File: config.mk
export PLATFORM = sky130hd
export DESIGN_NAME = alb_exec
export DESIGN_NICKNAME = d
export VERILOG_FILES = /design/src/verilog/alb_pkg.sv /design/src/verilog/alb_exec.sv
export SDC_FILE = /design/constraint.sdc
export NUM_CORES = 1
export LEC_CHECK = 0
export ABC_CLOCK_PERIOD_IN_PS = 2750
export BUFFER_PORTS_ARGS = -buffer_cell sky130_fd_sc_hd__buf_2
export CAP_MARGIN = 30
export CORE_UTILIZATION = 55
export CTS_BUF_LIST = sky130_fd_sc_hd__clkbuf_2 sky130_fd_sc_hd__clkbuf_4 sky130_fd_sc_hd__clkbuf_8
export CTS_CLUSTER_DIAMETER = 200
export CTS_CLUSTER_SIZE = 14
export DETAILED_ROUTE_END_ITERATION = 12
export PLACE_DENSITY = 0.83
export RECOVER_POWER = 25
export SYNTH_ARGS = -nofsm -noshare
export SYNTH_HDL_FRONTEND = slang
export SYNTH_SLANG_ARGS = --single-unit
File: constraint.sdc
create_clock -name core_clk -period 2.75 [get_ports core_clk]
set_input_delay 0.275 -clock core_clk [delete_from_list [all_inputs] [get_ports core_clk]]
set_output_delay 0.275 -clock core_clk [all_outputs]
set_load 0.005 [all_outputs]
File: src/verilog/alb_pkg.sv
// Purpose: shared constants, types and register map of the arith/logic/branch slice
// Assumes: 16-bit instruction words, 8-bit data, 12-bit data memory address
// Notes:   four phases per instruction cycle, q1 to q4
package alb_pkg;
    // ==================================================================
    // widths
    localparam int ADDR_W = 12;
    localparam int PC_W   = 21;
    localparam int ST_W   = 5;

    // ==================================================================
    // opcode patterns
    localparam logic [5:0] OPC_ADD_CARRY = 6'h08;
    localparam logic [5:0] OPC_AND_FILE  = 6'h05;
    localparam logic [7:0] OPC_AND_LIT   = 8'h0b;
    localparam logic [3:0] OPC_CLR_BIT   = 4'h9;
    localparam logic [7:0] OPC_BR_C      = 8'he2;
    localparam logic [7:0] OPC_BR_NC     = 8'he3;
    localparam logic [7:0] OPC_BR_N      = 8'he6;
    localparam logic [7:0] OPC_BR_NN     = 8'he7;

    // ==================================================================
    // instruction fields and addressing
    localparam int         DEST_BIT    = 9;
    localparam int         ABANK_BIT   = 8;
    localparam int         BSEL_LSB    = 9;
    localparam logic [7:0] ACC_SPLIT   = 8'h60;
    localparam logic [7:0] IDX_LIMIT   = 8'h5f;
    localparam logic [3:0] ACC_LO_BANK = 4'h0;
    localparam logic [3:0] ACC_HI_BANK = 4'hf;

    // ==================================================================
    // status bit positions
    localparam int ST_C  = 0;
    localparam int ST_DC = 1;
    localparam int ST_Z  = 2;
    localparam int ST_OV = 3;
    localparam int ST_N  = 4;

    // ==================================================================
    // register map and reset values
    localparam logic [7:0] REG_CTRL     = 8'h00;
    localparam logic [7:0] REG_BANK_SEL = 8'h04;
    localparam logic [7:0] REG_IDX_BASE = 8'h08;
    localparam logic [7:0] REG_ACC      = 8'h0c;
    localparam logic [7:0] REG_STATUS   = 8'h10;
    localparam logic [7:0] REG_STATE    = 8'h14;
    localparam logic [7:0] RST_ACC      = 8'h00;
    localparam logic [4:0] RST_STATUS   = 5'h00;

    // ==================================================================
    // types
    typedef enum logic [1:0] {
        PH_Q1 = 2'b00, PH_Q2 = 2'b01, PH_Q3 = 2'b11, PH_Q4 = 2'b10
    } alb_phase_e;
    typedef enum logic [2:0] {
        OP_NOP = 3'h0, OP_ADDC = 3'h1, OP_ANDL = 3'h2,
        OP_ANDF = 3'h3, OP_BCLR = 3'h4, OP_BR = 3'h5
    } alb_op_e;
    typedef struct packed {
        logic [ADDR_W-1:0] addr;
        logic              rd;
        logic              wr;
        logic [7:0]        wdata;
    } alb_mem_req_s;
    typedef struct packed {
        logic            load;
        logic [PC_W-1:0] target;
    } alb_pc_req_s;
endpackage : alb_pkg

File: src/verilog/alb_exec.sv
// Purpose: decode and execute of add-carry, and, clear-bit and flag branches
// Assumes: memory read data valid in q3 after a q2 read strobe
// Notes:   registers over a zero-wait ahb-lite slave
// Contract
// - add-carry sums acc, file and carry
// - add-carry updates n, ov, c, dc, z
// - dest bit picks acc or file
// - access bit picks access bank or bank select
// - extended mode indexes addresses up to 5fh
// - and-literal ands literal into acc
// - and ops touch only n and z
// - and-file ands acc with file to dest
// - clear-bit clears selected bit, no flags
// - branch on carry set
// - branch on carry clear, else fall through
// - branch on negative set
// - branch on negative clear
// - target is incremented pc plus twice offset
// - taken branch writes pc, then one nop cycle
//
// The implementer's own choices: the AHB-Lite interface to the registers and the address map.
`timescale 1ns/1ps
module alb_exec
    import alb_pkg::*;
(
    // clock and reset
    input  wire logic                 core_clk,
    input  wire logic                 rst_n,
    // ahb-lite slave
    input  wire logic                 hsel,
    input  wire logic [31:0]          haddr,
    input  wire logic [1:0]           htrans,
    input  wire logic                 hwrite,
    input  wire logic [2:0]           hsize,
    input  wire logic [31:0]          hwdata,
    input  wire logic                 hready,
    output logic      [31:0]          hrdata,
    output logic                      hreadyout,
    output logic                      hresp,
    // instruction and program counter
    input  wire logic [15:0]          instr_word,
    input  wire logic [PC_W-1:0]      pc_inc,
    output alb_pc_req_s               pc_req,
    output logic                      nop_cycle,
    output alb_phase_e                phase,
    // banked data memory
    output alb_mem_req_s              mem_req,
    input  wire logic [7:0]           mem_rdata
);
    // ==================================================================
    // state
    alb_phase_e         phase_ff;
    alb_op_e            op_ff;
    logic [15:0]        ir_ff;
    logic [7:0]         acc_ff;
    logic [ST_W-1:0]    status_ff;
    logic [7:0]         res_ff;
    logic [ST_W-1:0]    nst_ff;
    logic               upd_acc_ff;
    logic               in_nop_ff;
    logic               ext_en_ff;
    logic [3:0]         bsr_ff;
    logic [ADDR_W-1:0]  idx_base_ff;
    alb_mem_req_s       mem_req_ff;
    alb_pc_req_s        pc_req_ff;
    logic               wr_pend_ff;
    logic [7:0]         wr_ofs_ff;
    logic [31:0]        hrdata_ff;
    logic               hreadyout_ff;

    assign phase     = phase_ff;
    assign mem_req   = mem_req_ff;
    assign pc_req    = pc_req_ff;
    assign nop_cycle = in_nop_ff;
    assign hrdata    = hrdata_ff;
    assign hreadyout = hreadyout_ff;
    assign hresp     = 1'b0;

    // ==================================================================
    // phase sequencer
    wire         in_q1 = phase_ff == PH_Q1;
    wire         in_q2 = phase_ff == PH_Q2;
    wire         in_q3 = phase_ff == PH_Q3;
    wire         in_q4 = phase_ff == PH_Q4;
    alb_phase_e  nxt_phase;
    always_comb begin
        case (phase_ff)
            PH_Q1:   nxt_phase = PH_Q2;
            PH_Q2:   nxt_phase = PH_Q3;
            PH_Q3:   nxt_phase = PH_Q4;
            PH_Q4:   nxt_phase = PH_Q1;
            default: nxt_phase = PH_Q1;
        endcase
    end

    // ==================================================================
    // q1 decode of the incoming word
    wire       is_addc = instr_word[15:10] == OPC_ADD_CARRY;
    wire       is_andf = instr_word[15:10] == OPC_AND_FILE;
    wire       is_andl = instr_word[15:8] == OPC_AND_LIT;
    wire       is_bclr = instr_word[15:12] == OPC_CLR_BIT;
    wire [7:0] hi_byte = instr_word[15:8];
    wire       is_br   = hi_byte == OPC_BR_C || hi_byte == OPC_BR_NC ||
                         hi_byte == OPC_BR_N || hi_byte == OPC_BR_NN;
    // unknown words run as nop; other slices own them
    wire alb_op_e dec_op = in_nop_ff ? OP_NOP :
                           is_addc ? OP_ADDC : is_andf ? OP_ANDF :
                           is_andl ? OP_ANDL : is_bclr ? OP_BCLR :
                           is_br ? OP_BR : OP_NOP;
    wire       dec_file = dec_op == OP_ADDC || dec_op == OP_ANDF || dec_op == OP_BCLR;

    // ==================================================================
    // file address
    wire [7:0]        f_fld    = instr_word[7:0];
    wire              a_bit    = instr_word[ABANK_BIT];
    wire              idx_mode = !a_bit && ext_en_ff && f_fld <= IDX_LIMIT;
    wire [ADDR_W-1:0] idx_addr = idx_base_ff + {4'h0, f_fld};
    wire [ADDR_W-1:0] acc_addr = (f_fld < ACC_SPLIT) ? {ACC_LO_BANK, f_fld}
                                                     : {ACC_HI_BANK, f_fld};
    wire [ADDR_W-1:0] bsr_addr = {bsr_ff, f_fld};
    wire [ADDR_W-1:0] file_addr = a_bit ? bsr_addr :
                                  idx_mode ? idx_addr : acc_addr;

    // ==================================================================
    // q3 processing
    wire       c_in     = status_ff[ST_C];
    wire [4:0] nib_sum  = {1'b0, acc_ff[3:0]} + {1'b0, mem_rdata[3:0]} + {4'h0, c_in};
    wire [8:0] sum9     = {1'b0, acc_ff} + {1'b0, mem_rdata} + {8'h00, c_in};
    wire [7:0] bit_mask = 8'h01 << ir_ff[BSEL_LSB +: 3];
    wire [7:0] result   = (op_ff == OP_ADDC) ? sum9[7:0] :
                          (op_ff == OP_ANDL) ? (acc_ff & ir_ff[7:0]) :
                          (op_ff == OP_ANDF) ? (acc_ff & mem_rdata) :
                          (mem_rdata & ~bit_mask);
    wire       d_bit    = ir_ff[DEST_BIT];
    wire       to_file  = ((op_ff == OP_ADDC || op_ff == OP_ANDF) && d_bit) ||
                          op_ff == OP_BCLR;
    wire       to_acc   = ((op_ff == OP_ADDC || op_ff == OP_ANDF) && !d_bit) ||
                          op_ff == OP_ANDL;
    wire       ov_flag  = (acc_ff[7] == mem_rdata[7]) && (sum9[7] != acc_ff[7]);
    logic [ST_W-1:0] nst;
    always_comb begin
        nst = status_ff;
        if (op_ff == OP_ADDC) begin
            nst[ST_C]  = sum9[8];
            nst[ST_DC] = nib_sum[4];
            nst[ST_OV] = ov_flag;
        end
        if (op_ff == OP_ADDC || op_ff == OP_ANDL || op_ff == OP_ANDF) begin
            nst[ST_N] = result[7];
            nst[ST_Z] = result == 8'h00;
        end
    end

    // ==================================================================
    // branch decision and target
    wire [7:0]      br_code = ir_ff[15:8];
    wire            br_cond = (br_code == OPC_BR_C)  ?  status_ff[ST_C] :
                              (br_code == OPC_BR_NC) ? !status_ff[ST_C] :
                              (br_code == OPC_BR_N)  ?  status_ff[ST_N] :
                                                       !status_ff[ST_N];
    wire            br_take = op_ff == OP_BR && br_cond;
    wire [PC_W-1:0] br_ofs  = {{(PC_W-9){ir_ff[7]}}, ir_ff[7:0], 1'b0};
    wire [PC_W-1:0] br_tgt  = pc_inc + br_ofs;

    // ==================================================================
    // ahb-lite decode
    wire        acc_req   = hsel && htrans[1] && hready;
    wire [7:0]  rd_ofs    = haddr[7:0];
    wire        sw_wr     = wr_pend_ff;
    wire        commit    = in_q4;
    wire        nxt_ext   = (sw_wr && wr_ofs_ff == REG_CTRL) ? hwdata[0] : ext_en_ff;
    wire [3:0]  nxt_bsr   = (sw_wr && wr_ofs_ff == REG_BANK_SEL) ? hwdata[3:0] : bsr_ff;
    wire [ADDR_W-1:0] nxt_idx = (sw_wr && wr_ofs_ff == REG_IDX_BASE) ?
                                hwdata[ADDR_W-1:0] : idx_base_ff;
    // execution commit beats a software write in the same cycle
    wire [7:0]  nxt_acc   = (commit && upd_acc_ff) ? res_ff :
                            (sw_wr && wr_ofs_ff == REG_ACC) ? hwdata[7:0] : acc_ff;
    wire [ST_W-1:0] nxt_status = commit ? nst_ff :
                            (sw_wr && wr_ofs_ff == REG_STATUS) ? hwdata[ST_W-1:0] : status_ff;
    // reads see the value after any write in its data phase
    wire [31:0] rd_mux =
        (rd_ofs == REG_CTRL)     ? {31'h0, nxt_ext} :
        (rd_ofs == REG_BANK_SEL) ? {28'h0, nxt_bsr} :
        (rd_ofs == REG_IDX_BASE) ? {{(32-ADDR_W){1'b0}}, nxt_idx} :
        (rd_ofs == REG_ACC)      ? {24'h0, nxt_acc} :
        (rd_ofs == REG_STATUS)   ? {{(32-ST_W){1'b0}}, nxt_status} :
        (rd_ofs == REG_STATE)    ? {26'h0, in_nop_ff, op_ff, phase_ff} : 32'h0;

    // ==================================================================
    // bus slave registers
    always_ff @(posedge core_clk or negedge rst_n) begin
        if (!rst_n) begin
            wr_pend_ff   <= 1'b0;
            wr_ofs_ff    <= 8'h00;
            hrdata_ff    <= 32'h0;
            hreadyout_ff <= 1'b0;
        end else begin
            wr_pend_ff   <= acc_req && hwrite;
            wr_ofs_ff    <= acc_req ? haddr[7:0] : wr_ofs_ff;
            hrdata_ff    <= (acc_req && !hwrite) ? rd_mux : 32'h0;
            hreadyout_ff <= 1'b1;
        end
    end

    always_ff @(posedge core_clk or negedge rst_n) begin
        if (!rst_n) begin
            ext_en_ff   <= 1'b0;
            bsr_ff      <= 4'h0;
            idx_base_ff <= '0;
            acc_ff      <= RST_ACC;
            status_ff   <= RST_STATUS;
        end else begin
            ext_en_ff   <= nxt_ext;
            bsr_ff      <= nxt_bsr;
            idx_base_ff <= nxt_idx;
            acc_ff      <= nxt_acc;
            status_ff   <= nxt_status;
        end
    end

    // ==================================================================
    // execution pipeline
    always_ff @(posedge core_clk or negedge rst_n) begin
        if (!rst_n) begin
            phase_ff <= PH_Q1;
            op_ff    <= OP_NOP;
            ir_ff    <= 16'h0000;
        end else begin
            phase_ff <= nxt_phase;
            op_ff    <= in_q1 ? dec_op : op_ff;
            ir_ff    <= in_q1 ? instr_word : ir_ff;
        end
    end

    always_ff @(posedge core_clk or negedge rst_n) begin
        if (!rst_n) begin
            mem_req_ff <= '0;
            res_ff     <= 8'h00;
            nst_ff     <= RST_STATUS;
            upd_acc_ff <= 1'b0;
        end else begin
            mem_req_ff.addr  <= in_q1 ? file_addr : mem_req_ff.addr;
            mem_req_ff.rd    <= in_q1 && dec_file;
            mem_req_ff.wr    <= in_q3 && to_file;
            mem_req_ff.wdata <= in_q3 ? result : mem_req_ff.wdata;
            res_ff           <= in_q3 ? result : res_ff;
            // whole status holds pending; unchanged bits copy status at q3
            nst_ff           <= in_q3 ? nst : nst_ff;
            upd_acc_ff       <= in_q3 ? to_acc : (in_q4 ? 1'b0 : upd_acc_ff);
        end
    end

    // taken branch: pc written in q4, following cycle forced to nop
    always_ff @(posedge core_clk or negedge rst_n) begin
        if (!rst_n) begin
            pc_req_ff <= '0;
            in_nop_ff <= 1'b0;
        end else begin
            pc_req_ff.load   <= in_q3 && br_take;
            pc_req_ff.target <= (in_q3 && br_take) ? br_tgt : pc_req_ff.target;
            in_nop_ff        <= in_q4 ? pc_req_ff.load : in_nop_ff;
        end
    end
endmodule : alb_exec

==> key figures, run 1 <==
Routing
  – Vias/cell: just under 6
  – Via Count: approximately 6600
  – Avg WL per Cell: ~17 um
  – Final ANT Viol Nets: 0
  – DR DRC count: 0
  – WL final: around 19000 um
  – DR iter-0 viols: a little under 500
  – 1st-pass router iterations: 5

Timing
  – Period utilisation layout: about nine tenths
  – Final Hold Viols: 0
  – Slew @ Worst Pin: about 1.4 ns
  – Fin. max-slew vios: 0
  – Setup tns final: 0 ns
  – Endpoints failing setup: 0
  – RSZ-0062 raised after global routing: no
  – Maximum clock rate: 0.3973 GHz
  – Rel. slew slack: 7.904%
  – Skew final: between 0.01 and 0.015 ns
  – Fin crit period: about 2.5 ns

Floorplanning
  – # IOs: 200
  – Initial Utilization: ~56%
  – # rows: 42
  – Die Y: 118.8 um
  – DIE AREA: between 0.01 and 0.015 sq mm
  – Total core area: approximately 0.013 sq mm
  – Die Wd: 118.8 um

Final layout
  – Final instance area: ~0.0087 sq mm
  – Leading cell type in the layout, fill and taps excluded: nand2_1
  – Ratio of cells with drive above 1 in the final layout: approximately a fifth
  – Sequential Area: slightly above 0.003 sq mm
  – Final #Nets: roughly 1100
  – # diodes: 0
  – Multi-input gate area: between 0.004 and 0.005 sq mm
  – Commonest non-fill, non-tap cells in the layout: 136 x nand2_1, 128 x buf_2, 124 x dfrtp_1, 59 x a21oi_1, 54 x o21ai_0
  – Fillers: approximately 1100
  – Area delta synth->final: 15.45%

Global routing
  – Tot GR Track Use: 28.98%
  – First-pass GRT wire length: between 30000 and 40000 um
  – Vias in the first global route: about 6400
  – Largest net degree at the start of global routing: 59
  – Initial antenna violation count: 0
  – Overflow after GRT: 0

Power and ir drop
  – Psw: about 1.4 mW
  – Leak: about 4.2 nW
  – Peak supply drop: approximately 0.55 mV
  – Total power: around 4.6 mW
  – Pint: about 3.2 mW
  – Combinational fraction of design power: between 20% and 30%
  – Seq pwr share: a little under half
  – Sw Ratio: just over 30%
  – Clk network pwr share: between 30% and 40%
  – P per Cell Area: approximately 530 mW/mm^2

CTS
  – H-tree Lvls: 4
  – CTS max path bufs: 2
  – Clock root buffer: clkbuf_8
  – Clk_lat worst skew: around 0.46 ns
  – CTS tree: yes
  – Sink Count: 124
  – TritonCTS buffer count: 17
  – Clock transition at the registers of the reported paths: 0.08 ns

Yosys
  – Ys flop type: dfrtp_1
  – Flops & latches, synth: around 120
  – Top cell type by total area after synthesis: dfrtp_1
  – Yosys top cell area share: between 40% and 50%
  – Mean Syn Cell Area: a little over 9 sq um
  – Main area contributors after synthesis: dfrtp_1 41%, nand2_1 6.8%, ha_1 5.7%
  – Distinct cells, synth: between 70 and 80
  – Post-synthesis async set-or-reset flop share: 100.0%
  – Mapped cell area: 0.007498 sq mm
  – Ys Warns: 0
  – Post-synth EDFFs: 0
  – Share of the yosys chip area belonging to registers: between 40% and 50%
  – Gate Count Post-Synth: ~820

Status
  – Status: completed

Setup path
  – Kind of critical path: reg2reg
  – CP Capture Type: flop
  – Critical Path AT: roughly 2.9 ns
  – CP Launch Type: flop
  – Crit Path Max Fanout: 3
  – Worst EP required: roughly 3.1 ns

Run
  – Maxcap violations: 0

Placed design
  – Placed Area: just over 0.008 sq mm
  – GP Congestion: between 0.9 and 1
  – Final HPWL DP: 14470 um
  – Port Buffers: 130

Worst hold path
  – Hold Crit Class: in2reg
-- power by group through the flow --
| stage | sequential [mW] | combinational [mW] | clock, mW |
|---|---|---|---|
| finish | 2.10 | 0.917 | 1.57 |
| global route | 2.11 | 1.03 | 1.67 |
| CTS | 2.09 | 0.911 | 1.60 |
| detailed placement | 2.12 | 0.899 | 0 |
| global placement | 2.12 | 0.871 | 0 |
| floorplan | 2.08 | 0.636 | 0 |
-- registers in the layout, summed over array words and instances (netlist names) --
name         cells
pc_req          22
ir_ff           16
mem_req         14
hrdata          12
idx_base_ff     12
acc_ff           8
res_ff           8
wr_ofs_ff        8
nst_ff           5
status_ff        5
bsr_ff           4
op_ff            3
phase            2
ext_en_ff        1
hreadyout        1
nop_cycle        1
sw_wr            1
upd_acc_ff       1
-- timing repair --
| item | in CTS | in global routing |
|---|---|---|
| setup buffers | 0 | 0 |
| hold buffers | 3 | 0 |
| setup endpoints to repair | 0 | 1 |
| resized for setup | 0 | 1 |
| hold endpoints to repair | 55 | 0 |
-- per-stage QoR --
| stage | setup WS (ns) | utilization [%] | cells | hold slack, ns |
|---|---|---|---|---|
| 4_1_cts | 0.1525 | 65.16 | 1140 | 0.03669 |
| 5_1_grt | 0.08591 | 65.11 | 1140 | 0.04497 |
| 3_3_place_gp | 0.2399 | 62.11 | 1107 | 0.3650 |
| 3_5_place_dp | 0.1670 | 62.11 | 1107 | 0.3709 |
| 2_1_floorplan | 0.3904 | - | 842 | -0.02059 |
| 6_report | 0.2328 | 65.11 | 1140 | 0.05026 |
-- critical path: stages (launching register included) --
cell       delay, ns
dfrtp_1         0.40
inv_1           0.07
fa_1            0.43
fa_1            0.43
nor2b_1         0.12
o21ai_0         0.08
nand2b_1        0.16
nand2_1         0.12
o2111ai_1       0.28
nand2_1         0.09
o31ai_1         0.22
-- layout make-up --
cell class              instances  area share, %
flip-flops and latches        124          35.84
inverters                      25          1.084
well taps                     176          2.544
clock inverters                11          1.387
multi-input cells             639          47.16
clock buffers                  19          2.948
repair buffers                146          9.033
-- synthesized netlist by cell type (15+ instances only) --
| master | number |
|---|---|
| a21oi_1 | 59 |
| clkbuf_1 | 21 |
| dfrtp_1 | 124 |
| ha_1 | 34 |
| inv_1 | 25 |
| nor3_1 | 15 |
| buf_4 | 23 |
| mux2_2 | 17 |
| nor2_1 | 49 |
| nand3_1 | 19 |
| nand2_1 | 136 |
| mux2i_1 | 22 |
| o21ai_0 | 54 |
-- routing by layer --
layer | global-route usage, % | share of wire, %
met3 | 6.612 | 7.8
met5 | 0 | 0
met2 | 46.02 | 46
met1 | 36.96 | 42
met4 | 15.11 | 3.9
-- worst paths after layout --
path	from	endpoint	slack, ns	cells after the start
worst max-delay path	acc_ff[0]	nst_ff[2]	0.23	10
worst min-delay path	instr_word[10]	ir_ff[10]	0.05	3
worst max register to register	acc_ff[0]	nst_ff[2]	0.23	10
worst min register to register	pc_req[9]	pc_req[9]	0.47	2
max in group asynchronous	rst_n	mem_req[17]	0.80	3
min in group asynchronous	rst_n	pc_req[14]	0.68	2
-- kinds of logic (layout without fill, tap and decap cells) --
logic type | after synthesis | count (layout) | synth area share (%)
buffers and inverters | 79 | 201 | 5.240
multiplexers | 49 | 49 | 6.991
flip-flops | 124 | 124 | 41.38
other | 2 | 22 | 0.1002
AND/OR/NAND/NOR | 290 | 290 | 18.22
XOR/XNOR | 25 | 25 | 2.920
AO/OA/AOI/OAI | 215 | 215 | 18.41
adder cells (fa/ha/maj) | 38 | 38 | 6.741
Power figures use the tool's default switching activity.
==> run 2: changes to the inputs <==
==> constraint.sdc (replaced) <==
create_clock -name core_clk -period 2.75 [get_ports core_clk]
set_input_delay 0.55 -clock core_clk [delete_from_list [all_inputs] [get_ports core_clk]]
set_output_delay 0.55 -clock core_clk [all_outputs]
set_load 0.005 [all_outputs]
==> run 2 against run 1 <==
Against the previous run: the run now ends with max-capacitance violations, max-slew violations left; clock skew down 0.0045 ns; design area up 0.78%; critical path depth up 1; worst setup slack worse by 0.011 ns; global-route usage down 0.25 points; sequential power about the same; critical path type unchanged; largest cell class unchanged; largest power group unchanged.
==> key figures, run 2 (synthesized netlist as in run 1, its figures left out) <==
Status
  – Status: complete, but fails checks
  – Failing checks: max-capacitance violations, max-slew violations

CTS
  – CTS tree: yes
  – Post-CTS setup buffers: 0 (unchanged)
  – Hold buffers post-CTS: 0 (-3)
  – H-tree Lvls: 4 (unchanged)
  – TritonCTS buffer count: 17 (unchanged)
  – Clock root buffer: clkbuf_8
  – CTS max path bufs: 2 (unchanged)
  – Clk_lat worst skew: 0.46 ns (about the same)
  – Clock transition at the registers of the reported paths: 0.08 ns (about the same)
  – Sink Count: 124 (unchanged)

Routing
  – Avg WL per Cell: 17.06 um (about the same)
  – 1st-pass router iterations: 5 (unchanged)
  – Via Count: 6598 (-0.65%)
  – Final ANT Viol Nets: 0 (unchanged)
  – WL final: 19450 um (about the same)
  – DR DRC count: 0 (unchanged)
  – Vias/cell: 5.788 (-0.65%)
  – DR iter-0 viols: 527 (+7.8%)

Floorplanning
  – Die Y: 118.8 um (unchanged)
  – # rows: 42 (unchanged)
  – Die Wd: 118.8 um (unchanged)
  – Initial Utilization: 56.40% (unchanged)
  – Total core area: 0.01330 sq mm (unchanged)
  – DIE AREA: 0.01410 sq mm (unchanged)
  – # IOs: 200 (unchanged)

Final layout
  – Commonest non-fill, non-tap cells in the layout: 136 x nand2_1, 129 x buf_2, 124 x dfrtp_1, 59 x a21oi_1, 54 x o21ai_0
  – Area delta synth->final: 16.35%
  – Fillers: 1088 (-1.6%)
  – Final #Nets: 1110 (unchanged)
  – Ratio of cells with drive above 1 in the final layout: 21.58% (+0.62 points)
  – Finished Layout Cells: 1140 (unchanged)
  – Fin util: 65.62% (+0.51 points)
  – Leading cell type in the layout, fill and taps excluded: nand2_1
  – # diodes: 0 (unchanged)
  – Max FFs per register: 22 (unchanged)

Timing
  – RSZ-0062 raised after global routing: no
  – Slack of the critical path: 0.2214 ns (-0.01137 ns)
  – Skew final: 0.008889 ns (-0.004508 ns)
  – Fin crit period: 2.529 ns (+0.01137 ns)
  – Setup tns final: 0 ns (unchanged)
  – Maximum clock rate: 0.3955 GHz (-0.45%)
  – Endpoints failing setup: 0 (unchanged)
  – Fin. max-slew vios: 45 (+45)
  – Rel. slew slack: -62.00% (-70 points)
  – Final Hold Viols: 0 (unchanged)
  – Period utilisation layout: 91.95% (+0.41 points)
  – Slew @ Worst Pin: 2.430 ns (+1.049 ns)

Power and ir drop
  – Leak: 4.284 nW (+0.96%)
  – Sw Ratio: 29.53% (-1.1 points)
  – Total power: 4.799 mW (+4.6%)
  – Clk network pwr share: 37.1% (+2.8 points)
  – Combinational fraction of design power: 19.2% (-0.8 points)
  – Seq pwr share: 43.7% (-2.0 points)
  – Psw: 1.417 mW (+0.82%)
  – P per Cell Area: 550.0 mW/mm^2 (+3.8%)
  – Pint: 3.382 mW (+6.3%)
  – Peak supply drop: 0.3813 mV (-30%)

Global routing
  – Tot GR Track Use: 28.74% (-0.25 points)
  – Overflow after GRT: 0 (unchanged)
  – First-pass GRT wire length: 31310 um (-1.3%)
  – Initial antenna violation count: 0 (unchanged)
  – Vias in the first global route: 6272 (-2.4%)
  – Largest net degree at the start of global routing: 46 (-22%)

Setup path
  – CP max stage delay: 0.43 ns (about the same)
  – Critical Path AT: 2.87 ns (about the same)
  – Reg-to-reg slack, setup: 0.22 ns (about the same)
  – Kind of critical path: reg2reg
  – CP Buf/Inv Count: 1 (unchanged)
  – R2r endpoint: pc_req[19]
  – CP cell instances: ha_1 > inv_1 > fa_1 > nor2b_1 > o31ai_2 > a211oi_1 > o221ai_1 > a21oi_1 > nor4b_1 > a21oi_1 > o211ai_1
  – CP Launch Type: flop
  – Cell depth of the worst flop-to-flop path: 11 (+1)
  – CP Capture Type: flop
  – Critical path's slowest cell: dfrtp_1
  – Critical path's top delay family: compound AO/OA/AOI/OAI gates
  – Reg-to-Reg Start: ir_ff[0]
  – Most common cell on crit path: a21oi_1
  – CP Depth: 11 (+1)
  – Crit Path Max Fanout: 4 (+1)
  – Worst EP required: 3.10 ns (about the same)

Worst hold path
  – Worst Hold Launch: hwrite
  – Hold path cells: 2 (-1)
  – Hold Path End: hrdata[0]
  – Hold Crit Class: in2reg

Placed design
  – Port Buffers: 130 (unchanged)
  – Placed cells: 1110 (+0.27%)
  – DP Worst Slack: -0.02889 ns (-0.1959 ns)
  – GP Congestion: 0.9384 (-1.3%)
  – Final HPWL DP: 14500 um (+0.16%)

Run
  – Maxcap violations: 1 (+1)
==> run 2: final cells by class <==
| class | count | area, sq um | area share, % |
|---|---|---|---|
| multi-input combinational | 639 | 4088 | 46.85 |
| sequential | 124 | 3103 | 35.57 |
| timing repair buffer | 146 | 790.8 | 9.064 |
| clock buffer | 19 | 261.5 | 2.997 |
| tap | 176 | 220.2 | 2.524 |
| clock inverter | 11 | 167.7 | 1.922 |
| inverter | 25 | 93.84 | 1.076 |
==> run 2: worst max-delay path by stage <==
stage,slack [ns],from,endpoint
after CTS,0.15,ir_ff[0],pc_req[17]
after global routing,0.02,wr_ofs_ff[5],hrdata[0]
final,0.22,ir_ff[0],pc_req[19]
after global placement,0.06,pc_inc[1],pc_req[19]
after detailed placement,-0.03,mem_rdata[0],nst_ff[2]
after floorplan,0.33,pc_inc[1],pc_req[15]
==> run 2: through the flow <==
stage,area (sq um),hold WS (ns)
after floorplan,7574,0.2544
after global placement,8293,0.4524
after detailed placement,8293,0.4630
after CTS,8722,0.09008
after global routing,8725,0.2685
final,8725,0.2788
==> run 2: power groups by stage <==
stage	Clock, mW	Combinational, mW	Sequential (mW)
2_1_floorplan	0	0.636	2.08
3_3_place_gp	0	0.874	2.12
3_5_place_dp	0	0.901	2.12
4_1_cts	1.79	0.912	2.09
5_1_grt	1.88	1.02	2.11
6_report	1.78	0.919	2.10
==> run 2: layer usage <==
metal / GRT usage, % / vias to the layer above / share of wire [%]
li1: - / 3152 / -
met1: 36.93 / 3115 / 42
met2: 46.49 / 286 / 48
met3: 7.095 / 45 / 7.3
met4: 11.55 / 0 / 3.2
met5: 0 / - / 0
==> run 2: repair_timing <==
item / 4_1_cts / 5_1_grt
hold endpoints to repair: 0 / 0
setup endpoints to repair: 0 / 2
gates resized for setup: 0 / 2
